===== config.mk =====
export PLATFORM = sky130hd
export DESIGN_NAME = msc_top
export DESIGN_NICKNAME = d
export VERILOG_FILES = /design/src/design/msc_pkg.sv /design/src/design/msc_sense_if.sv /design/src/design/msc_irq_detect.sv /design/src/design/msc_top.sv
export SDC_FILE = /design/constraint.sdc
export NUM_CORES = 1
export LEC_CHECK = 0
export BUFFER_PORTS_ARGS = -buffer_cell sky130_fd_sc_hd__buf_2
export CAP_MARGIN = 10
export CORE_ASPECT_RATIO = 0.75
export CORE_UTILIZATION = 48
export CTS_CLUSTER_DIAMETER = 200
export DETAILED_ROUTE_END_ITERATION = 8
export PLACE_DENSITY = 0.94
export SLEW_MARGIN = 20
export SYNTH_ARGS = -nofsm -noshare
export SYNTH_HDL_FRONTEND = slang
export SYNTH_SLANG_ARGS = --single-unit

===== constraint.sdc =====
create_clock -name i_core_clk -period 2.5 [get_ports i_core_clk]
set_clock_uncertainty 0.05 [all_clocks]
set_input_delay 0.25 -clock i_core_clk [delete_from_list [all_inputs] [get_ports i_core_clk]]
set_output_delay 0.25 -clock i_core_clk [all_outputs]
set_load 0.02 [all_outputs]

===== src/design/msc_pkg.sv =====
// msc_pkg: offsets, field positions, reset values and counts shared by
// the miscellaneous system control block and its testbench.
// assumes a 32-bit avalon-mm register bus with byte addresses.
package msc_pkg;
  // byte offsets of the registers on the bus
  localparam logic [7:0] MISC_OFS   = 8'h0c;
  localparam logic [7:0] STATUS_OFS = 8'h10;
  localparam logic [7:0] MASK_OFS   = 8'h14;
  // field positions of the control register
  localparam int POR_BIT     = 7;
  localparam int RISE_BIT    = 6;
  localparam int FALL_BIT    = 5;
  localparam int EXT_EN_BIT  = 4;
  localparam int SPEED_A_BIT = 3;
  localparam int SPEED_B_BIT = 2;
  localparam int SLOW_BIT    = 1;
  localparam int WATCHDOG_KICK_ENABLE_BIT    = 0;
  // event positions in status and mask
  localparam int EV_KICK    = 0;
  localparam int EV_REFUSED = 1;
  localparam int EV_STOP    = 2;
  localparam int EV_EXT_IRQ = 3;
  localparam int EV_W       = 4;
  // values after reset
  localparam logic          RISE_RST   = 1'b0;
  localparam logic          FALL_RST   = 1'b0;
  localparam logic          EXT_EN_RST = 1'b1;
  localparam logic          SPEED_RST  = 1'b0;
  localparam logic          SLOW_RST   = 1'b0;
  localparam logic [3:0]    EV_RST     = 4'h0;
  // modulator repetition periods in timer clocks
  localparam logic [12:0] MOD_PERIOD_SLOW = 13'h1000;
  localparam logic [12:0] MOD_PERIOD_FAST = 13'h0100;
  // oscillator divide ratios for the bus rate
  localparam logic [5:0]  BUS_DIV_SLOW = 6'h20;
  localparam logic [5:0]  BUS_DIV_FAST = 6'h02;
endpackage


===== src/design/msc_sense_if.sv =====
// msc_sense_if: sensitivity choice and request between the control
// register and the external interrupt detector.
// assumes both ends run on the same core clock.
`timescale 1ns/1ps
interface msc_sense_if;
  logic rise_sel;  // rising edge chosen
  logic fall_sel;  // falling edge chosen
  logic enable;    // external interrupt function on
  logic pin;       // interrupt pin level
  logic req;       // registered request pulse or level
  modport ctrl (output rise_sel, fall_sel, enable, pin, input req);
  modport det  (input rise_sel, fall_sel, enable, pin, output req);
endinterface


===== src/design/msc_irq_detect.sv =====
// msc_irq_detect: turns the interrupt pin into a request according to
// the chosen edge and level sensitivity.
// assumes the pin is synchronous to the core clock.
`timescale 1ns/1ps
module msc_irq_detect (
  input  wire logic  i_core_clk,
  input  wire logic  i_resetn,
  msc_sense_if.det   sense
);
  logic pin_d_ff;  // pin one cycle ago
  logic req_ff;    // registered request
  logic nxt_req;   // request for the next cycle
  logic fell;      // high to low this cycle
  logic rose;      // low to high this cycle

  assign fell = pin_d_ff & ~sense.pin;
  assign rose = ~pin_d_ff & sense.pin;

  always_comb begin
    unique case ({sense.rise_sel, sense.fall_sel})
      2'b00: nxt_req = fell | ~sense.pin;  // low level holds request
      2'b01: nxt_req = fell;
      2'b10: nxt_req = rose;
      2'b11: nxt_req = fell | rose;
    endcase
  end

  // pin history; reset idles high so a low pin after reset counts as a falling edge
  always_ff @(posedge i_core_clk or negedge i_resetn) begin
    if (!i_resetn) begin
      pin_d_ff <= 1'b1;
    end else begin
      pin_d_ff <= sense.pin;
    end
  end

  always_ff @(posedge i_core_clk or negedge i_resetn) begin
    if (!i_resetn) begin
      req_ff <= 1'b0;
    end else begin
      req_ff <= sense.enable & nxt_req;
    end
  end

  assign sense.req = req_ff;
endmodule // msc_irq_detect


===== src/design/msc_top.sv =====
// msc_top: eight-bit miscellaneous system control and status register
// with interrupt sensitivity, modulator speeds, bus slow mode, watchdog
// enable and kick, and charge pump handling in wait and stop.
// assumes an avalon-mm master on the core clock and a reset controller
// that flags power-on resets on i_power_on.
//
// Decided for this implementation: the Avalon-MM register port.
`timescale 1ns/1ps
module msc_top (
  input  wire logic        i_core_clk,
  input  wire logic        i_resetn,
  input  wire logic [7:0]  i_address,
  input  wire logic        i_read,
  input  wire logic        i_write,
  input  wire logic [31:0] i_writedata,
  output logic      [31:0] o_readdata,
  output logic             o_waitrequest,
  output logic             o_irq,
  input  wire logic        i_power_on,
  input  wire logic        i_watchdog_kick_enable_option,
  input  wire logic        i_cpu_imask,
  input  wire logic        i_irq_pin,
  input  wire logic        i_stop_mode,
  input  wire logic        i_wait_mode,
  input  wire logic        i_pump_request,
  input  wire logic        i_converter_rc_select,
  output logic             o_ext_irq_req,
  output logic      [12:0] o_modulator_a_period,
  output logic      [12:0] o_modulator_b_period,
  output logic             o_bus_clk_en,
  output logic             o_watchdog_kick_enable_enable,
  output logic             o_watchdog_kick_enable_kick,
  output logic             o_pump_enable,
  output logic             o_pump_clk_rc,
  output logic             o_eeprom_read_force
);
  // bus handshake
  logic        ack_ff;       // answer cycle of an access
  logic [31:0] rdata_ff;     // read data held for the master
  logic        wr_go;        // write takes effect this edge
  logic        misc_wr;      // accepted write to the control register
  logic        st_wr;        // accepted write to status
  logic        mk_wr;        // accepted write to mask
  logic [7:0]  wbyte;        // low byte of write data
  // control register fields
  logic        por_ff;       // power-on flag
  logic        rise_ff;      // irq_rising_select
  logic        fall_ff;      // irq_falling_select
  logic        ext_en_ff;    // ext_irq_enable
  logic        speed_a_ff;   // modulator_a_speed
  logic        speed_b_ff;   // modulator_b_speed
  logic        slow_ff;      // bus_slow_select
  logic        watchdog_kick_enable_ff;      // watchdog_kick_enable
  logic [7:0]  misc_val;     // assembled register image
  // housekeeping
  logic        loaded_ff;    // first edge after reset has passed
  logic        stop_d_ff;    // stop level one cycle ago
  logic        stop_entry;   // stop mode just began
  logic        kick_ff;      // watchdog kick pulse
  logic [4:0]  div_cnt_ff;   // bus rate divider
  logic        clk_en_ff;    // bus enable pulse
  logic [3:0]  st_ff;        // sticky event status
  logic [3:0]  mk_ff;        // event mask
  logic [3:0]  events;       // events of this cycle
  logic [5:0]  div_ratio;    // current divide ratio

  msc_sense_if sense_if ();

  // one answer cycle: waitrequest drops on the first edge of a request
  assign o_waitrequest = (i_read | i_write) & ~ack_ff;
  assign wr_go   = i_write & ack_ff;
  assign wbyte   = i_writedata[7:0];
  assign misc_wr = wr_go & (i_address == msc_pkg::MISC_OFS);
  assign st_wr   = wr_go & (i_address == msc_pkg::STATUS_OFS);
  assign mk_wr   = wr_go & (i_address == msc_pkg::MASK_OFS);

  // answer strobe toggles so back-to-back requests each wait one cycle
  always_ff @(posedge i_core_clk or negedge i_resetn) begin
    if (!i_resetn) begin
      ack_ff <= 1'b0;
    end else begin
      ack_ff <= (i_read | i_write) & ~ack_ff;
    end
  end

  // register image, all eight bits readable
  assign misc_val = {por_ff, rise_ff, fall_ff, ext_en_ff,
                     speed_a_ff, speed_b_ff, slow_ff, watchdog_kick_enable_ff};

  // read data captured on the waiting edge; unmapped reads as zero
  always_ff @(posedge i_core_clk or negedge i_resetn) begin
    if (!i_resetn) begin
      rdata_ff <= 32'h0;
    end else if (i_read & ~ack_ff) begin
      unique case (i_address)
        msc_pkg::MISC_OFS:   rdata_ff <= {24'h0, misc_val};
        msc_pkg::STATUS_OFS: rdata_ff <= {28'h0, st_ff};
        msc_pkg::MASK_OFS:   rdata_ff <= {28'h0, mk_ff};
        default:             rdata_ff <= 32'h0;
      endcase
    end
  end
  assign o_readdata = rdata_ff;

  // marks the first edge after release for strap loading
  always_ff @(posedge i_core_clk or negedge i_resetn) begin
    if (!i_resetn) begin
      loaded_ff <= 1'b0;
    end else begin
      loaded_ff <= 1'b1;
    end
  end

  // flag survives external reset
  // no async reset on purpose: only a power-on may set it
  always_ff @(posedge i_core_clk) begin
    if (i_power_on) begin
      por_ff <= 1'b1;  // set wins over a clearing write
    end else if (misc_wr && !wbyte[msc_pkg::POR_BIT]) begin
      por_ff <= 1'b0;
    end
  end

  always_ff @(posedge i_core_clk or negedge i_resetn) begin
    if (!i_resetn) begin
      rise_ff <= msc_pkg::RISE_RST;
      fall_ff <= msc_pkg::FALL_RST;
    end else if (misc_wr && i_cpu_imask) begin
      rise_ff <= wbyte[msc_pkg::RISE_BIT];
      fall_ff <= wbyte[msc_pkg::FALL_BIT];
    end
  end

  always_ff @(posedge i_core_clk or negedge i_resetn) begin
    if (!i_resetn) begin
      ext_en_ff <= msc_pkg::EXT_EN_RST;
    end else if (misc_wr && i_cpu_imask) begin
      ext_en_ff <= wbyte[msc_pkg::EXT_EN_BIT];
    end
  end

  // modulator speeds are not double buffered; software orders its writes
  always_ff @(posedge i_core_clk or negedge i_resetn) begin
    if (!i_resetn) begin
      speed_a_ff <= msc_pkg::SPEED_RST;
      speed_b_ff <= msc_pkg::SPEED_RST;
    end else if (misc_wr) begin
      speed_a_ff <= wbyte[msc_pkg::SPEED_A_BIT];
      speed_b_ff <= wbyte[msc_pkg::SPEED_B_BIT];
    end
  end

  assign o_modulator_a_period = speed_a_ff ? msc_pkg::MOD_PERIOD_SLOW
                                           : msc_pkg::MOD_PERIOD_FAST;
  assign o_modulator_b_period = speed_b_ff ? msc_pkg::MOD_PERIOD_SLOW
                                           : msc_pkg::MOD_PERIOD_FAST;

  // stop entry is the rising edge of the stop level
  always_ff @(posedge i_core_clk or negedge i_resetn) begin
    if (!i_resetn) begin
      stop_d_ff <= 1'b0;
    end else begin
      stop_d_ff <= i_stop_mode;
    end
  end
  assign stop_entry = i_stop_mode & ~stop_d_ff;

  // stop entry beats a setting write
  always_ff @(posedge i_core_clk or negedge i_resetn) begin
    if (!i_resetn) begin
      slow_ff <= msc_pkg::SLOW_RST;
    end else if (stop_entry) begin
      slow_ff <= 1'b0;
    end else if (misc_wr) begin
      slow_ff <= wbyte[msc_pkg::SLOW_BIT];
    end
  end

  // bus rate divider on the oscillator clock
  assign div_ratio = slow_ff ? msc_pkg::BUS_DIV_SLOW
                             : msc_pkg::BUS_DIV_FAST;
  always_ff @(posedge i_core_clk or negedge i_resetn) begin
    if (!i_resetn) begin
      div_cnt_ff <= 5'h0;
      clk_en_ff  <= 1'b0;
    end else if ({1'b0, div_cnt_ff} >= div_ratio - 6'h1) begin
      // >= so a switch to fast mode mid-count ends at once
      div_cnt_ff <= 5'h0;
      clk_en_ff  <= 1'b1;
    end else begin
      div_cnt_ff <= div_cnt_ff + 5'h1;
      clk_en_ff  <= 1'b0;
    end
  end
  assign o_bus_clk_en = clk_en_ff;

  always_ff @(posedge i_core_clk or negedge i_resetn) begin
    if (!i_resetn) begin
      watchdog_kick_enable_ff <= 1'b0;
    end else if (!loaded_ff) begin
      watchdog_kick_enable_ff <= i_watchdog_kick_enable_option;
    end else if (misc_wr && wbyte[msc_pkg::WATCHDOG_KICK_ENABLE_BIT]) begin
      watchdog_kick_enable_ff <= 1'b1;
    end
  end
  assign o_watchdog_kick_enable_enable = watchdog_kick_enable_ff;

  always_ff @(posedge i_core_clk or negedge i_resetn) begin
    if (!i_resetn) begin
      kick_ff <= 1'b0;
    end else begin
      kick_ff <= misc_wr & wbyte[msc_pkg::WATCHDOG_KICK_ENABLE_BIT];
    end
  end
  assign o_watchdog_kick_enable_kick = kick_ff;

  // wait does not gate the pump
  assign o_pump_enable = i_pump_request & ~i_stop_mode;
  assign o_eeprom_read_force = i_stop_mode;
  assign o_pump_clk_rc = i_converter_rc_select;

  // external interrupt detector
  assign sense_if.rise_sel = rise_ff;
  assign sense_if.fall_sel = fall_ff;
  assign sense_if.enable   = ext_en_ff;
  assign sense_if.pin      = i_irq_pin;
  msc_irq_detect u_detect (
    .i_core_clk (i_core_clk),
    .i_resetn   (i_resetn),
    .sense      (sense_if.det)
  );
  assign o_ext_irq_req = sense_if.req;

  // events of this cycle; a refused write is any control register write while i_cpu_imask is low
  always_comb begin
    events = 4'h0;
    events[msc_pkg::EV_KICK]    = kick_ff;
    events[msc_pkg::EV_REFUSED] = misc_wr & ~i_cpu_imask;
    events[msc_pkg::EV_STOP]    = stop_entry;
    events[msc_pkg::EV_EXT_IRQ] = sense_if.req;
  end

  // sticky status: a new event wins over a write-one clear
  always_ff @(posedge i_core_clk or negedge i_resetn) begin
    if (!i_resetn) begin
      st_ff <= msc_pkg::EV_RST;
    end else begin
      st_ff <= (st_ff & ~(st_wr ? i_writedata[3:0] : 4'h0)) | events;
    end
  end

  // interrupt mask, one enables the event
  always_ff @(posedge i_core_clk or negedge i_resetn) begin
    if (!i_resetn) begin
      mk_ff <= msc_pkg::EV_RST;
    end else if (mk_wr) begin
      mk_ff <= i_writedata[3:0];
    end
  end
  assign o_irq = |(st_ff & mk_ff);
endmodule // msc_top


# Word-level counts from Yosys, hierarchy flattened
# Cells that the tools add are included.
# word_totals
regBits	60
inputBits	52
wordCells	74
output_inout_bits	67
# op_classes
n_eq_ne	7
n_reduce_logical	7
n_bitwise	26
magnitude_cmp	1
mux	12
n_addsub	2
# op_table
op	n
13-bit two-way mux	2
8-bit one-hot mux with 3 select lines	1
8-bit by 5-bit == test with 1-bit output (second input constant)	2
1-bit AND	13
4-bit AND	2
8-bit by 4-bit == test with 1-bit output (second input constant)	1
5-bit by 6-bit greater-or-equal comparator with 1-bit output	1
6-bit two-way mux	1
1-bit inverter	6
6-bit by 1-bit subtractor with 6-bit output (second input constant)	1
5-bit by 1-bit adder with 5-bit output (second input constant)	1
1-bit two-way mux	5
5-bit two-way mux	1
2-bit == test (second input constant)	2
4-bit two-way mux	1
4-bit inverter	1
4-bit bitwise OR	1
1-bit one-hot mux with 4 select lines	1
4-bit OR reduction	1
1-bit logical AND	3
1-bit bitwise OR	3
2-bit by 1-bit == test with 1-bit output (second input constant)	1
2-bit zero test	1
2-bit by 1-bit inequality test with 1-bit output (second input constant)	1
other kinds (2)	2

# Depth between registers and ports, before layout
# depth
depth_word	6
mapped_depth	5
depth_no_buf	5

# Cells and area by module
# A second synthesis with hierarchy kept.
# hier_totals
hier_cells	203
area_unflattened_um2	2145.8
# modules_own_cells
mod	area_per_inst_um2	n_inst	cells_each	seq_area_each_um2
msc_top	2003.2	1	190	847.1
msc_irq_detect	142.6	1	13	51.3

# Least setup slack after synthesis
# OpenSTA, ideal clock, no wires.
# synth_timing
path_kind	input -> register
startpoint	input i_address[7]
endpoint	register mk_ff[0]
setup_ns	0.125
stages	4
path_slack_ns	0.564
path_buffers	1
t_required_ns	2.325
arrival_ns	1.761
cell_sequence	or4_4 buf_6 or4b_4 mux2_4
# synth_between
elab_chain_cells	2
# synth_lines
element	line	rtl
from (decl)	msc_top.sv:12	input wire logic [7:0] i_address,
8-bit by 5-bit == test with 1-bit output	msc_top.sv:75	assign mk_wr = wr_go & (i_address == msc_pkg::MASK_OFS);
1-bit AND	msc_top.sv:75	
to (signal assigned)	msc_top.sv:255	mk_ff <= msc_pkg::EV_RST;
to (signal assigned)	msc_top.sv:257	mk_ff <= i_writedata[3:0];
to (decl)	msc_top.sv:63	logic [3:0] mk_ff;
# No other way between the ends.
# A chain may end at the register's enable or synchronous reset.

# Worst setup path in the final report
# layout_timing
startpoint	input i_address[2]
endpoint	register speed_a_ff
# layout_between
elab_chain_cells	2
# layout_lines
element	line	rtl
8-bit by 4-bit == test with 1-bit output	msc_top.sv:73	assign misc_wr = wr_go & (i_address == msc_pkg::MISC_OFS);
1-bit AND	msc_top.sv:73	
to (signal assigned)	msc_top.sv:145	speed_a_ff <= msc_pkg::SPEED_RST;
to (signal assigned)	msc_top.sv:148	speed_a_ff <= wbyte[msc_pkg::SPEED_A_BIT];
to (decl)	msc_top.sv:50	logic speed_a_ff;
# No other way between the ends.

==> impl_metrics.tcl <==
set metrics [dict create \
    drt-initial-drc-count 58 \
    first_pass_iters 4 \
    drtAntennaViolNets 0 \
    crit_family "simple AND/OR/NAND/NOR gates" \
    place_congestion 0.8618 \
    hold_class "primary input to asynchronous set/reset pin" \
    cts_buffers 5 \
    finalPower_uw 1376 \
    period_share_pct 71.31 \
    num_antenna_cells 0 \
    hpwlAfterDp_mm 3.059 \
    syn_area_per_cell_um2 10.55 \
    synth_warnings 0 \
    clkSlewWorstSetupHoldPaths_ns 0.07 \
    hold_viol 16 \
    power.leakage_uw 0.001233 \
    drv_cap 0 \
    seq_power_share_pct 48.0 \
    path_buf_inv 1 \
    grt_pass1_wl_mm 6.382 \
    rsz0062_at_grt "false" \
    via_count 1530 \
    clkPwrFrac_pct 30.6 \
    tns_ns 0 \
    cp-start-kind "primary input" \
    ys_seq_area_share_pct 41.55 \
    postCtsHoldBufs 0 \
    post_cts_buffers 0 \
    cts_tree "built" \
    core.rowCount 20 \
    clkLatencyLatePin_ns 0.28 \
    syn-cell-area_mm2 0.002162 \
    path_cells "buf_2, or4b_1, or3_1, mux2_1" \
    nets 306 \
    cp_slowest_cell "or4b_1" \
    r2r-start "ack_ff$_DFF_PN0_" \
    power_density_mw_per_mm2 596.0 \
    grt_pass1_vias 1360 \
    cp_max_fo 16 \
    maxClockFrequency_mhz 561.0 \
    synthFlopType "dfrtp_1" \
    critPathLaunch "i_address[2]" \
    async_flop_share_pct 97.22 \
    wl_mm 4.026 \
    area_delta_synth_final_pct 6.771 \
    synthCells 205 \
    root_buffer "clkbuf_8" \
    avgRoutedWirePerCell_um 13.33 \
    gr-usage-all-layers_pct 18.21 \
    synth_edf_count 0 \
    irDropWorstVdd_uv 268.2 \
    clkSinkCount 36 \
    cts.path.max_buffers 2 \
    h-tree-depth 2 \
    crit_type "primary input to register" \
    die_area_mm2 0.004779 \
    grt_max_degree 36 \
    worst_ep_required_time_ns 2.61 \
    die_y_um 60.12 \
    drv_slew 0 \
    max_slew_margin_pct 48.47 \
    finalCriticalPeriod_ns 1.783 \
    slowest_delay_ns 0.55 \
    viasPerCell 5.066 \
    fp.coreArea_mm2 0.004179 \
    status "complete, but fails checks" \
    post_cts_resized 0 \
    drive_gt1_share_pct 24.70 \
    io_pins 119 \
    p_sw_uw 424.3 \
    final-setup-viol-count 0 \
    io_buffer_count 45 \
    overflow 0 \
    synth_cell_type_count 40 \
    internal_power_uw 951.5 \
    drc 0 \
    arrival_ns 1.90 \
    worst_hold_slack_ns -0.02367 \
    p_sw_share_pct 30.84 \
    worstSetupEndpointType "register" \
    power_frac_comb_pct 21.4 \
    violations "hold timing" \
    antenna_found_initial 0 \
    ys_ff_latch 36 \
    fin_util_pct 55.24 \
    start_util_pct 51.74 \
    worst_slew_pin_slew_ns 0.7729 \
    die_w_um 79.50 \
]
[layout make-up]
| type | count | area [µm²] |
|---|---|---|
| Fill cell | 384 | 1871 |
| Timing Repair Buffer | 45 | 225.2 |
| Tap cell | 55 | 68.82 |
| Sequential cell | 36 | 898.4 |
| Inverter | 6 | 22.52 |
| Clock buffer | 8 | 90.09 |
| Multi-Input combinational cell | 152 | 1003 |
[layer usage]
layer | track usage, % | wire [µm] | vias up
met3 | 4.733 | 308 | 4
met4 | 8.052 | 26 | 0
met1 | 23.39 | 1775 | 737
li1 | - | - | 703
met5 | 0 | 0 | -
met2 | 29.18 | 1915 | 86
[final timing paths]
check	endpoint	slack (ns)	depth (start not counted)
worst max-delay path	speed_a_ff$_DFFE_PN0P_	0.72	4
worst min-delay path	o_readdata[4]$_DFFE_PN0P_	-0.02	1
worst max register to register	mk_ff[3]$_DFFE_PN0P_	0.75	3
worst min register to register	st_ff[3]$_DFF_PN0_	0.41	1
max in group asynchronous	st_ff[3]$_DFF_PN0_	1.91	1
min in group i_core_clk	u_detect.pin_d_ff$_DFF_PN1_	0.03	1
[power by group through the flow]
stage | sequential, µW | combinational [µW] | clock (µW)
after floorplan | 677 | 262 | 0
after global placement | 669 | 283 | 0
after detailed placement | 671 | 296 | 0
after global routing | 666 | 332 | 456
after CTS | 660 | 296 | 432
final | 660 | 294 | 421
[through the flow]
step	setup WS (ns)	instances	cell area (µm²)
floorplan	0.5636	250	2331
global placement	0.4619	294	2218
detailed placement	0.4435	294	2218
CTS	0.7386	302	2308
global route	0.6418	302	2308
finish	0.7174	302	2308
[cells in the final DEF, fill, tap and decap left out, drive strengths merged, types with 3 or more instances in the layout]
master / netlist / routed
mux2: 9 / 9
dfrtp: 33 / 33
o41ai: 5 / 5
nand2b: 10 / 10
or4b: 3 / 3
a22o: 4 / 4
clkbuf: 4 / 8
conb: 2 / 47
nand2: 11 / 11
a211oi: 4 / 4
buf: 52 / 45
a21oi: 3 / 3
nor2: 3 / 3
inv: 6 / 6
and4b: 8 / 8
ha: 8 / 8
o21ai: 7 / 7
nor3: 5 / 5
mux2i: 3 / 3
nand3: 3 / 3
nor3b: 4 / 4
[sequential cells by signal, indices dropped and copies added, names as in the netlist, 4 cells and up]
signal,count
st_ff,4
mk_ff,4
o_readdata,8
div_cnt_ff,5
[logic make-up after synthesis]
kind of cell | count (synthesis) | share of synthesized area, %
AO/OA/AOI/OAI | 27 | 8.738
AND/OR/NAND/NOR | 55 | 16.90
flip-flops | 36 | 41.55
multiplexers | 12 | 6.771
other | 2 | 0.3474
buffers and inverters | 62 | 19.85
adder cells (fa/ha/maj) | 8 | 4.630
XOR/XNOR | 3 | 1.215
[Yosys cell counts (all sizes together), types with 2 or more instances]
cell type,n,area [µm²]
buf,52,391.6
dfrtp,33,825.8
nand2,11,41.29
nand2b,10,62.56
mux2,9,116.4
and4b,8,80.08
ha,8,100.1
o21ai,7,35.03
inv,6,22.52
nor3,5,25.02
o41ai,5,43.79
a211oi,4,30.03
a22o,4,35.03
clkbuf,4,15.01
nor3b,4,30.03
a21oi,3,15.01
mux2i,3,30.03
nand3,3,15.01
nor2,3,11.26
or4b,3,33.78
a22oi,2,15.01
conb,2,7.510
dfstp,2,52.55
or3,2,12.51
xor2,2,17.52
Power figures use the tool's default switching activity.
